File: src/rivm_pkg.sv
/*
  Package for the reset and interrupt vector map: table offsets, vector
  numbers, widths and state codes.
  Assumes word-addressed program memory and one core clock.
*/
package rivm_pkg;

  // ---------------------------------------------------------------
  // Address geometry
  // ---------------------------------------------------------------
  localparam int unsigned RIVM_AW       = 12;
  localparam int unsigned RIVM_NSRC     = 25;
  localparam int unsigned RIVM_IDW      = 5;

  localparam logic [11:0] RIVM_RESET_ADDR   = 12'h000;
  localparam logic [11:0] RIVM_TABLE_START  = 12'h001;
  localparam logic [11:0] RIVM_BOOT_DEFAULT = 12'hc00;

  // ---------------------------------------------------------------
  // Table offsets, one word each
  // ---------------------------------------------------------------
  localparam logic [11:0] RIVM_OFS_EXT_IRQ_ZERO    = 12'h001;
  localparam logic [11:0] RIVM_OFS_EXT_IRQ_ONE     = 12'h002;
  localparam logic [11:0] RIVM_OFS_PIN_CHG_ZERO    = 12'h003;
  localparam logic [11:0] RIVM_OFS_PIN_CHG_ONE     = 12'h004;
  localparam logic [11:0] RIVM_OFS_PIN_CHG_TWO     = 12'h005;
  localparam logic [11:0] RIVM_OFS_WATCHDOG        = 12'h006;
  localparam logic [11:0] RIVM_OFS_T2_MATCH_A      = 12'h007;
  localparam logic [11:0] RIVM_OFS_T2_MATCH_B      = 12'h008;
  localparam logic [11:0] RIVM_OFS_T2_OVERFLOW     = 12'h009;
  localparam logic [11:0] RIVM_OFS_T1_CAPTURE      = 12'h00a;
  localparam logic [11:0] RIVM_OFS_T1_MATCH_A      = 12'h00b;
  localparam logic [11:0] RIVM_OFS_T1_MATCH_B      = 12'h00c;
  localparam logic [11:0] RIVM_OFS_T1_OVERFLOW     = 12'h00d;
  localparam logic [11:0] RIVM_OFS_T0_MATCH_A      = 12'h00e;
  localparam logic [11:0] RIVM_OFS_T0_MATCH_B      = 12'h00f;
  localparam logic [11:0] RIVM_OFS_T0_OVERFLOW     = 12'h010;
  localparam logic [11:0] RIVM_OFS_SPI_DONE        = 12'h011;
  localparam logic [11:0] RIVM_OFS_SERIAL_RX_DONE  = 12'h012;
  localparam logic [11:0] RIVM_OFS_SERIAL_TX_EMPTY = 12'h013;
  localparam logic [11:0] RIVM_OFS_SERIAL_TX_DONE  = 12'h014;
  localparam logic [11:0] RIVM_OFS_CONV_DONE       = 12'h015;
  localparam logic [11:0] RIVM_OFS_NV_DATA_READY   = 12'h016;
  localparam logic [11:0] RIVM_OFS_ANALOG_CMP      = 12'h017;
  localparam logic [11:0] RIVM_OFS_TWO_WIRE        = 12'h018;
  localparam logic [11:0] RIVM_OFS_SELF_PROG_READY = 12'h019;

  // ---------------------------------------------------------------
  // Control state
  // ---------------------------------------------------------------
  typedef enum logic [2:0] {
    RIVM_ST_RESET = 3'h1,
    RIVM_ST_RUN   = 3'h2,
    RIVM_ST_VEC   = 3'h4
  } rivm_state_t;

endpackage : rivm_pkg

File: src/rivm_vector_map.sv
/*
  Reset and interrupt vector address generator. Emits a one-cycle fetch
  redirect after reset and whenever the core accepts an interrupt whose
  source number is in the table (1..25), except on the first clock after reset.
  Assumes the core arbitrates priority and passes one accepted vector
  number with a strobe; fuse and select bit are static core-side levels.
*/
// Operation
// [RULE1] Fuse unprogrammed: every reset source starts fetch at word zero.
// [RULE2] External request zero and one vectors at offsets 0x001 and 0x002.
// [RULE3] Pin change groups at 0x003..0x005, watchdog time-out at 0x006.
// [RULE4] Timer two: match A 0x007, match B 0x008, overflow 0x009.
// [RULE5] Timer one: capture 0x00A, match A 0x00B, match B 0x00C, overflow 0x00D.
// [RULE6] Timer zero: match A 0x00E, match B 0x00F, overflow 0x010.
// [RULE7] Serial peripheral 0x011; serial port receive, empty, transmit 0x012..0x014.
// [RULE8] Converter, data memory, comparator, two-wire, store ready at 0x015..0x019.
// [RULE9] Fuse programmed: reset fetch starts at the boot reset address.
// [RULE10] Select bit set: vector address is boot start plus table offset.
// [RULE11] Reset target boot only for fuse 0; table start 0x001 or boot+0x001.
// [RULE12] Vector locations are fetched only when that interrupt is taken.
// [RULE13] One word per vector: address equals table base plus n.
`timescale 1ns/1ps

module rivm_vector_map
  import rivm_pkg::*;
#(
  parameter int unsigned          AW              = RIVM_AW,
  parameter logic [RIVM_AW-1:0]   BOOT_RESET_ADDR = RIVM_BOOT_DEFAULT
) (
  input  wire logic                 CLK,              // Core clock, 20 MHz
  input  wire logic                 RSTN,             // Async reset, active low
  input  wire logic                 BOOT_RESET_SELECT_FUSE, // 0 = programmed
  input  wire logic                 VECTOR_TABLE_SELECT_BIT, // 1 = table in boot
  input  wire logic                 IRQ_TAKEN,        // Core accepted a request
  input  wire logic [RIVM_IDW-1:0]  IRQ_SOURCE,       // Source 1..25, table order
  output logic                      FETCH_LOAD,       // Redirect fetch this cycle
  output logic [AW-1:0]             FETCH_ADDR,       // Word address to fetch
  output logic                      FETCH_IS_RESET,   // Redirect is the reset one
  output logic                      SOURCE_ERROR      // Bad source number seen
);

  // ---------------------------------------------------------------
  // Elaboration checks
  // ---------------------------------------------------------------
  if (AW != RIVM_AW) begin : g_bad_aw
    $error("rivm_vector_map: address width must match the package");
  end

  if (int'(BOOT_RESET_ADDR) + int'(RIVM_OFS_SELF_PROG_READY) >= (1 << AW)) begin : g_bad_boot
    $error("rivm_vector_map: boot table would run past the end of program memory");
  end

  if (RIVM_NSRC >= (1 << RIVM_IDW)) begin : g_bad_nsrc
    $error("rivm_vector_map: source numbers do not fit the source port");
  end

  // ---------------------------------------------------------------
  // State
  // ---------------------------------------------------------------
  typedef struct packed {
    rivm_state_t        st;
    logic               load;
    logic               is_reset;
    logic               err;
    logic [AW-1:0]      addr;
  } rivm_regs_t;

  rivm_regs_t r_q;
  rivm_regs_t r_d;

  // ---------------------------------------------------------------
  // Source numbers, equal to the table offset of their vector
  // ---------------------------------------------------------------
  // External requests, pin change groups, watchdog
  localparam logic [RIVM_IDW-1:0] SRC_EXT_IRQ_ZERO    = 5'h01;
  localparam logic [RIVM_IDW-1:0] SRC_EXT_IRQ_ONE     = 5'h02;
  localparam logic [RIVM_IDW-1:0] SRC_PIN_CHG_ZERO    = 5'h03;
  localparam logic [RIVM_IDW-1:0] SRC_PIN_CHG_ONE     = 5'h04;
  localparam logic [RIVM_IDW-1:0] SRC_PIN_CHG_TWO     = 5'h05;
  localparam logic [RIVM_IDW-1:0] SRC_WATCHDOG        = 5'h06;

  // Timer two
  localparam logic [RIVM_IDW-1:0] SRC_T2_MATCH_A      = 5'h07;
  localparam logic [RIVM_IDW-1:0] SRC_T2_MATCH_B      = 5'h08;
  localparam logic [RIVM_IDW-1:0] SRC_T2_OVERFLOW     = 5'h09;

  // Timer one
  localparam logic [RIVM_IDW-1:0] SRC_T1_CAPTURE      = 5'h0a;
  localparam logic [RIVM_IDW-1:0] SRC_T1_MATCH_A      = 5'h0b;
  localparam logic [RIVM_IDW-1:0] SRC_T1_MATCH_B      = 5'h0c;
  localparam logic [RIVM_IDW-1:0] SRC_T1_OVERFLOW     = 5'h0d;

  // Timer zero
  localparam logic [RIVM_IDW-1:0] SRC_T0_MATCH_A      = 5'h0e;
  localparam logic [RIVM_IDW-1:0] SRC_T0_MATCH_B      = 5'h0f;
  localparam logic [RIVM_IDW-1:0] SRC_T0_OVERFLOW     = 5'h10;

  // Serial peripheral and serial port
  localparam logic [RIVM_IDW-1:0] SRC_SPI_DONE        = 5'h11;
  localparam logic [RIVM_IDW-1:0] SRC_SERIAL_RX_DONE  = 5'h12;
  localparam logic [RIVM_IDW-1:0] SRC_SERIAL_TX_EMPTY = 5'h13;
  localparam logic [RIVM_IDW-1:0] SRC_SERIAL_TX_DONE  = 5'h14;

  // Converter, data memory, comparator, two-wire, store
  localparam logic [RIVM_IDW-1:0] SRC_CONV_DONE       = 5'h15;
  localparam logic [RIVM_IDW-1:0] SRC_NV_DATA_READY   = 5'h16;
  localparam logic [RIVM_IDW-1:0] SRC_ANALOG_CMP      = 5'h17;
  localparam logic [RIVM_IDW-1:0] SRC_TWO_WIRE        = 5'h18;
  localparam logic [RIVM_IDW-1:0] SRC_SELF_PROG_READY = 5'h19;

  // ---------------------------------------------------------------
  // Vector table
  // ---------------------------------------------------------------
  // Offset and valid flag per source. Slot 0 is the reset word, so it
  // and anything past the last vector come back invalid
  function automatic logic [AW:0] rivm_entry(input logic [RIVM_IDW-1:0] n);
    logic          vld;
    logic [AW-1:0] ofs;
    vld = 1'b0;
    ofs = '0;
    case (n)
      SRC_EXT_IRQ_ZERO: begin
        vld = 1'b1;
        ofs = RIVM_OFS_EXT_IRQ_ZERO;  // RULE2
      end
      SRC_EXT_IRQ_ONE: begin
        vld = 1'b1;
        ofs = RIVM_OFS_EXT_IRQ_ONE;  // RULE2
      end
      SRC_PIN_CHG_ZERO: begin
        vld = 1'b1;
        ofs = RIVM_OFS_PIN_CHG_ZERO;  // RULE3
      end
      SRC_PIN_CHG_ONE: begin
        vld = 1'b1;
        ofs = RIVM_OFS_PIN_CHG_ONE;  // RULE3
      end
      SRC_PIN_CHG_TWO: begin
        vld = 1'b1;
        ofs = RIVM_OFS_PIN_CHG_TWO;  // RULE3
      end
      SRC_WATCHDOG: begin
        vld = 1'b1;
        ofs = RIVM_OFS_WATCHDOG;  // RULE3
      end

      SRC_T2_MATCH_A: begin
        vld = 1'b1;
        ofs = RIVM_OFS_T2_MATCH_A;  // RULE4
      end
      SRC_T2_MATCH_B: begin
        vld = 1'b1;
        ofs = RIVM_OFS_T2_MATCH_B;  // RULE4
      end
      SRC_T2_OVERFLOW: begin
        vld = 1'b1;
        ofs = RIVM_OFS_T2_OVERFLOW;  // RULE4
      end

      SRC_T1_CAPTURE: begin
        vld = 1'b1;
        ofs = RIVM_OFS_T1_CAPTURE;  // RULE5
      end
      SRC_T1_MATCH_A: begin
        vld = 1'b1;
        ofs = RIVM_OFS_T1_MATCH_A;  // RULE5
      end
      SRC_T1_MATCH_B: begin
        vld = 1'b1;
        ofs = RIVM_OFS_T1_MATCH_B;  // RULE5
      end
      SRC_T1_OVERFLOW: begin
        vld = 1'b1;
        ofs = RIVM_OFS_T1_OVERFLOW;  // RULE5
      end

      SRC_T0_MATCH_A: begin
        vld = 1'b1;
        ofs = RIVM_OFS_T0_MATCH_A;  // RULE6
      end
      SRC_T0_MATCH_B: begin
        vld = 1'b1;
        ofs = RIVM_OFS_T0_MATCH_B;  // RULE6
      end
      SRC_T0_OVERFLOW: begin
        vld = 1'b1;
        ofs = RIVM_OFS_T0_OVERFLOW;  // RULE6
      end

      SRC_SPI_DONE: begin
        vld = 1'b1;
        ofs = RIVM_OFS_SPI_DONE;  // RULE7
      end
      SRC_SERIAL_RX_DONE: begin
        vld = 1'b1;
        ofs = RIVM_OFS_SERIAL_RX_DONE;  // RULE7
      end
      SRC_SERIAL_TX_EMPTY: begin
        vld = 1'b1;
        ofs = RIVM_OFS_SERIAL_TX_EMPTY;  // RULE7
      end
      SRC_SERIAL_TX_DONE: begin
        vld = 1'b1;
        ofs = RIVM_OFS_SERIAL_TX_DONE;  // RULE7
      end

      SRC_CONV_DONE: begin
        vld = 1'b1;
        ofs = RIVM_OFS_CONV_DONE;  // RULE8
      end
      SRC_NV_DATA_READY: begin
        vld = 1'b1;
        ofs = RIVM_OFS_NV_DATA_READY;  // RULE8
      end
      SRC_ANALOG_CMP: begin
        vld = 1'b1;
        ofs = RIVM_OFS_ANALOG_CMP;  // RULE8
      end
      SRC_TWO_WIRE: begin
        vld = 1'b1;
        ofs = RIVM_OFS_TWO_WIRE;  // RULE8
      end
      SRC_SELF_PROG_READY: begin
        vld = 1'b1;
        ofs = RIVM_OFS_SELF_PROG_READY;  // RULE8
      end
      default: begin
        vld = 1'b0;
      end
    endcase
    rivm_entry = {vld, ofs};
  endfunction : rivm_entry

  // One word per vector: a gap or a shuffle in the table stops elaboration
  for (genvar i = 1; i <= RIVM_NSRC; i++) begin : g_one_word  // RULE13
    if (rivm_entry(RIVM_IDW'(i)) != {1'b1, AW'(i)}) begin : g_gap
      $error("rivm_vector_map: table offset must equal the source number");
    end
  end

  // ---------------------------------------------------------------
  // Table base and reset target
  // ---------------------------------------------------------------
  // Table base per select bit; table start is base plus one word
  logic [AW-1:0] table_base;
  logic [AW-1:0] reset_target;
  logic [AW:0]   irq_entry;

  always_comb begin
    // RULE11
    table_base   = VECTOR_TABLE_SELECT_BIT ? BOOT_RESET_ADDR : RIVM_RESET_ADDR; // RULE10
    irq_entry    = rivm_entry(IRQ_SOURCE);
    reset_target = (BOOT_RESET_SELECT_FUSE == 1'b0) ? BOOT_RESET_ADDR  // RULE9
                                                    : RIVM_RESET_ADDR; // RULE1
  end

  // ---------------------------------------------------------------
  // Next state
  // ---------------------------------------------------------------
  always_comb begin
    r_d      = r_q;
    r_d.load = 1'b0;
    case (r_q.st)
      RIVM_ST_RESET: begin
        // First cycle out of reset: redirect fetch to the reset target
        r_d.addr     = reset_target;  // RULE1
        r_d.load     = 1'b1;
        r_d.is_reset = 1'b1;
        r_d.st       = RIVM_ST_RUN;
      end
      RIVM_ST_RUN, RIVM_ST_VEC: begin
        r_d.st = RIVM_ST_RUN;
        // Only an accepted request touches a vector word; without one the
        // table words are plain code to the fetch unit
        if (IRQ_TAKEN) begin  // RULE12
          if (irq_entry[AW]) begin
            // RULE2 RULE3 RULE4 RULE5 RULE6 RULE7 RULE8
            r_d.addr     = AW'(table_base + irq_entry[AW-1:0]);  // RULE13
            r_d.load     = 1'b1;
            r_d.is_reset = 1'b0;
            r_d.st       = RIVM_ST_VEC;
          end else begin
            // Out-of-table numbers are dropped, sticky flag until reset
            r_d.err = 1'b1;
          end
        end
      end
      default: begin
        r_d.st = RIVM_ST_RESET;
      end
    endcase
  end

  always_ff @(posedge CLK or negedge RSTN) begin
    if (!RSTN) begin
      r_q <= '{st: RIVM_ST_RESET, load: 1'b0, is_reset: 1'b0, err: 1'b0,
               addr: '0};
    end else begin
      r_q <= r_d;
    end
  end

  // ---------------------------------------------------------------
  // Redirect outputs
  // ---------------------------------------------------------------
  assign FETCH_LOAD     = r_q.load;
  assign FETCH_ADDR     = r_q.addr;
  assign FETCH_IS_RESET = r_q.is_reset;
  assign SOURCE_ERROR   = r_q.err;

endmodule : rivm_vector_map

File: config.mk
export PLATFORM = sky130hd
export DESIGN_NAME = rivm_vector_map
export DESIGN_NICKNAME = d
export VERILOG_FILES = /design/src/rivm_pkg.sv /design/src/rivm_vector_map.sv
export SDC_FILE = /design/constraint.sdc
export NUM_CORES = 1
export LEC_CHECK = 0
export ABC_AREA = 1
export BUFFER_PORTS_ARGS = -buffer_cell sky130_fd_sc_hd__buf_2
export CORE_ASPECT_RATIO = 0.7
export CORE_MARGIN = 8
export CORE_UTILIZATION = 30
export CTS_CLUSTER_DIAMETER = 80
export DETAILED_ROUTE_END_ITERATION = 8
export GPL_TIMING_DRIVEN = 1
export PLACE_DENSITY = 0.59
export SLEW_MARGIN = 40
export SYNTH_ARGS = -nofsm -noshare
export SYNTH_HDL_FRONTEND = slang
export SYNTH_SLANG_ARGS = --single-unit
File: constraint.sdc
create_clock -name CLK -period 1.65 [get_ports CLK]
set_input_delay 0.165 -clock CLK [delete_from_list [all_inputs] [get_ports CLK]]
set_output_delay 0.165 -clock CLK [all_outputs]
set_load 0.01 [all_outputs]
==> metrics, run 1 <==
die area roughly 0.0043 sq mm; Crit Path Category reg2reg; clk_lat worst skew approximately 0.27 ns; clk sink count 12; # DRC 0; initial antenna violation count 0; hold depth 3; Area Overhead vs Synth 15.0%; Worst Skew ~0.003 ns; crit path buf inv count 0; Post-synth top flop dfrtp_1; sequential share of the synthesized area approximately two fifths; TritonRoute pass-1 iters 4; Synth area leader dfrtp_1; largest net degree at the start of global routing 13; clock buffer count from CTS 3; Detail Route Antenna Nets 0; Die Y-Extent ~57 um; vias per cell about 4; most common cell in the netlist nand2_1; Avg Inst Size Synth around 8.5 sq um; Crit-path slowest cell dfrtp_1; FF+latch count, synth 12; cell area after synthesis 724 sq um; Clock Power Share between 15 and 20%; CTS H-Tree Depth 1; Crit. End Element flip-flop; Layout Nets about 110; Initial Util between 30 and 40%; sequential share of power between 30% and 40%; switch share 40.7%; share of layout cells above drive strength 1 a little under two fifths; DPL Wire Length roughly 1200 um; worst slack, placed 0.456 ns; CTS Root Cell clkbuf_4; CTS tree done; ant diodes 0; # IOs 25; worst reg2reg endpoint FETCH_ADDR[1]; hold path endpoint FETCH_ADDR[0]; CP max FO 8; Max Cap Violations 0; num rows 15; Filler cells 249; post-CTS resize count 0; Net Switching ~530 uW; pwr/cell area 1550 mW/mm^2; DR vias about 540; CTS max path bufs 2; Area contributors post-synth dfrtp_1, buf_4, nand2_1; first-pass GRT wire length 2530 um; core area 0.00238 sq mm; Async SR Flop Fraction between 90% and 100%; CP cell instances nand2_1 > nand3_1 > nor2_4 > nand2_8 > nand3_1 > nand2_1; Internal between 700 and 800 uW; YS warnings 0; GRT overflow 0; Initial DRC Count 33; Worst EP required 1.82 ns; peak supply drop a little over 0.6 mV; WP data arrival about 1.4 ns; Post-CTS Setup Bufs 0; critical path's top delay family simple AND/OR/NAND/NOR gates; Setup TNS Final 0 ns; outcome complete, no violations; final period utilization between 70% and 80%; overall routing resource usage slightly below 8%; worst-case reg-to-reg path depth 6; Final Hold Fails 0; combinational share of power 43.3%; Synth top cells by count nand2_1, buf_4, nand3_1; Max Slew Vio Count 0; RSZ-0062 raised after global routing no; Leakage roughly 0.47 nW; CP startpoint kind flip-flop; Tmin final approximately 1.2 ns; final setup margin roughly 0.44 ns; total wire length 1470 um; Fmax achieved 0.825 GHz; R2R Setup Slk about 0.44 ns; Setup violations, final 0; Min-Delay Startpoint IRQ_SOURCE[0]; Die Wd about 75 um; number of flops mapped to enable cells by yosys 0; GP Congestion roughly 0.82; HP Class in2reg; vias in the first global route ~570; Synth cell types 20; worst r2r src r_q[16]; post-synthesis cell count between 80 and 90; slowest stage delay, CP roughly 0.4 ns; top cell type's share of synthesized area between 30% and 40%; Port Buffers 19; clk slew on worst S/H paths 0.08 ns; WL/cell approximately 11 um
## cell type report
class | instances | area [sq um] | area share [%]
clock buffers | 4 | 36.3 | 4.35
inverters | 11 | 43.8 | 5.26
multi-input cells | 54 | 304 | 36.5
flip-flops and latches | 12 | 302 | 36.2
well taps | 34 | 42.5 | 5.11
repair buffers | 20 | 105 | 12.6
## how the worst max path moves through the flow
stage | slack (ns) | depth (start not counted) | start | endpoint
after floorplan | 0.57 | 6 | r_q[16] | FETCH_ADDR[0]
after global placement | 0.50 | 6 | r_q[16] | FETCH_ADDR[1]
after detailed placement | 0.46 | 6 | r_q[16] | FETCH_ADDR[1]
after CTS | 0.44 | 6 | r_q[16] | FETCH_ADDR[1]
after global routing | 0.37 | 6 | r_q[16] | FETCH_ADDR[1]
final | 0.44 | 6 | r_q[16] | FETCH_ADDR[1]
## registers in the layout (all words and copies together) (netlist names)
register	cells
FETCH_ADDR	6
FETCH_IS_RESET	1
r_q	3
FETCH_LOAD	1
SOURCE_ERROR	1
## power groups by stage
stage	Combinational, mW	Clock, mW	Sequential (mW)
detailed placement	0.567	0	0.501
global placement	0.560	0	0.498
floorplan	0.466	0	0.505
global route	0.627	0.264	0.515
CTS	0.571	0.246	0.495
finish	0.559	0.237	0.496
## through the flow
stage               total power, mW  hold WS (ns)  std cells  util [%]  cell area (sq um)
finish                         1.29         0.122        135      35.0                833
global route                   1.41         0.149        135      35.0                833
CTS                            1.31         0.116        135      35.0                833
detailed placement             1.07        0.0686        130      33.0                787
global placement               1.06        0.0625        130      33.0                787
floorplan                     0.971        -0.131         89         -                739
## routing by layer
layer	global-route usage, %	vias up	share of wire (%)
met5	0	-	0
met4	2.22	0	0
met3	4.90	0	10
met2	10.3	23	41
met1	10.2	235	49
li1	-	281	-
## layout by cell type (no fill, tap or decap)
cell and n:
clkbuf_8 1, nand2_4 2, dfrtp_1 11, conb_1 5, nor2_4 2, inv_4 1, inv_1 8, nand3_2 1
dfstp_2 1, dlygate4sd3_1 1, a21oi_1 1, nor2_2 2, nand3_1 12, nand2_2 3, nor2_8 1, inv_2 1
nand2_1 22, buf_2 19, nand2_8 1, clkbuf_4 3, o21bai_1 1, nor2_1 1, clkinv_1 1
## cell families (layout without fill, tap and decap cells)
logic type	Yosys count	in the layout	share of synthesized area, %
compound gates	2	2	1.73
flops	12	12	41.6
other cells	1	5	0.518
simple gates	47	47	37.7
buf+inv	23	35	18.5
## repair_timing
action,in CTS,in global routing
endpoints found under the setup margin,0,0
endpoints found under the hold margin,11,0
hold buffers,1,0
## worst register-to-register path, stage by stage (launching register included)
cell	delay, ns
dfrtp_1	0.41
nand2_1	0.12
nand3_1	0.18
nor2_4	0.19
nand2_8	0.08
nand3_1	0.08
nand2_1	0.06
No activity file was read; power rests on OpenSTA's default activity.
==> run 2: changes to the inputs <==
clock period = 1.12 ns   (was 1.65 ns; I/O delays follow)
==> run 2 against run 1 <==
Compared with the run above:
- the run now ends with negative setup slack left
- combinational power increased by 54%
- clock power rose by 47%
- global-route usage rose by 0.21 points
- count of clock-buffer cells in the layout stayed put
- first-iteration DRC count grew 9.1%
- sequential share of layout area down 0.64 points
- utilization increased by 0.63 points
- largest cell class unchanged
==> metrics, run 2 (synthesis gave the netlist of run 1 again) <==
storage element area between 300 and 400 sq um; # IOs 25; Die Y-Extent between 50 and 60 um; clk sink count 12; crit path buf inv count 0; Crit Path Category reg2reg; pwr/cell area about 2300 mW/mm^2; CTS Root Cell clkbuf_4; vias per cell 4.00; Area after DPL 787 sq um; CTS H-Tree Depth 1; commonest non-fill, non-tap cell in the layout nand2_1; vias in the first global route between 500 and 600; final period utilization 104%; WP data arrival roughly 1.4 ns; initial antenna violation count 0; Fmax achieved between 0.8 and 0.9 GHz; post-route cell area between 800 and 900 sq um; HP Class in2reg; overall routing resource usage 8.04%; Crit-path slowest cell dfrtp_1; Initial Util just over 30%; Die Wd 74.7 um; Port Buffers 19; WL/cell between 10 and 15 um; die area 0.00427 sq mm; slowest stage delay, CP 0.42 ns; CP startpoint kind flip-flop; first-pass GRT wire length roughly 2600 um; critical path's top delay family simple AND/OR/NAND/NOR gates; DPL Wire Length between 1000 and 1500 um; multi-input logic area between 300 and 400 sq um; worst slack, placed -0.0741 ns; CTS tree done; most frequent cells in the layout nand2_1, buf_2, dfrtp_1, nand3_1, inv_1; largest net degree at the start of global routing 13; ant diodes 0; Final Hold Fails 0; RSZ-0062 raised after global routing yes; DR vias 540; failing checks negative setup slack; dpl cells between 100 and 150; CP max FO 6; crit-path most repeated cell nand2_2; WHS around 0.068 ns; clock buffer count from CTS 3; GRT overflow 0; total wire length 1510 um; core area approximately 0.0024 sq mm; Setup violations, final 5; clk_lat worst skew about 0.27 ns; Max Cap Violations 0; Max Slew Vio Count 0; Detail Route Antenna Nets 0; Tmin final between 1 and 1.5 ns; Worst Skew between 0.0015 and 0.002 ns; peak supply drop approximately 0.94 mV; outcome finished, violations left; Leakage 0.476 nW; Filler cells 250; CTS max path bufs 2; max FFs per register 6; GP Congestion between 0.8 and 0.9; TritonRoute pass-1 iters 4; Initial DRC Count 36; share of layout cells above drive strength 1 about two fifths; Worst EP required ~1.3 ns; Finished Layout Cells approximately 140; # DRC 0; clk slew on worst S/H paths around 0.08 ns; Area Overhead vs Synth 17.1%; num rows 15; Crit. End Element flip-flop; Layout Nets around 110; CP cell instances nand2_2 > nand2_2 > nor2_4 > nand2_4 > nor2_8 > nand3_1 > nand2_1; final setup margin -0.0442 ns
## run 2: cell types whose count changed in the layout (fill, tap and decap cells not counted)
| cell | previous run | this run |
|---|---|---|
| nand3_2 | 1 | 2 |
| nand2_1 | 22 | 20 |
| inv_1 | 8 | 7 |
| nand2_2 | 3 | 4 |
| nand3_1 | 12 | 11 |
| nand2_4 | 2 | 3 |
| inv_2 | 1 | 2 |
## run 2: worst min-delay path: cells and delay by family
kind | cells | cell delay, ns
simple gates | 2 | 0.11
buf+inv | 1 | 0.09
## run 2: worst paths after layout
kind / startpoint / end / slack, ns / cells past startpoint
min in group asynchronous: RSTN / FETCH_ADDR[10] / 0.24 / 2
max reg2reg: r_q[17] / FETCH_ADDR[2] / -0.04 / 7
min reg2reg: SOURCE_ERROR / SOURCE_ERROR / 0.47 / 1
max: r_q[17] / FETCH_ADDR[2] / -0.04 / 7
max in group asynchronous: RSTN / r_q[15] / 0.61 / 2
min: IRQ_SOURCE[0] / FETCH_ADDR[0] / 0.07 / 3
## run 2: what timing repair did
item                       in CTS  in global routing
buffers inserted                0                  0
resized for setup               2                  3
pin swaps                       1                  5
hold buffers                    1                  0
setup endpoints to repair       7                  7
hold endpoints to repair       12                  0
## run 2: routing by layer
layer,track usage (%),share of wire [%],up-vias
li1,-,-,278
met1,10.4,49,237
met2,10.8,41,25
met3,4.90,11,0
met4,2.22,0,0
met5,0,0,-
## run 2: area by class of cell
cell class	instances	share of cell area [%]
Sequential cell	12	35.5
Inverter	11	5.16
Timing Repair Buffer	20	12.4
Tap cell	34	5.01
Clock buffer	4	4.28
Multi-Input combinational cell	54	37.6
## run 2: stage by stage
step / power, mW / utilization [%] / setup TNS [ns]
after floorplan: 1.43 / - / 0
after global placement: 1.56 / 33.0 / -0.0305
after detailed placement: 1.57 / 33.0 / -0.389
after CTS: 1.95 / 35.3 / -0.101
after global routing: 2.13 / 35.6 / -0.691
final: 1.96 / 35.6 / -0.118
## run 2: power breakdown
group | leakage (nW) | internal (mW) | switching (mW) | total, mW
clock network | 0.0210 | 0.198 | 0.150 | 0.348
logic | 0.305 | 0.322 | 0.539 | 0.861
registers | 0.150 | 0.624 | 0.125 | 0.749
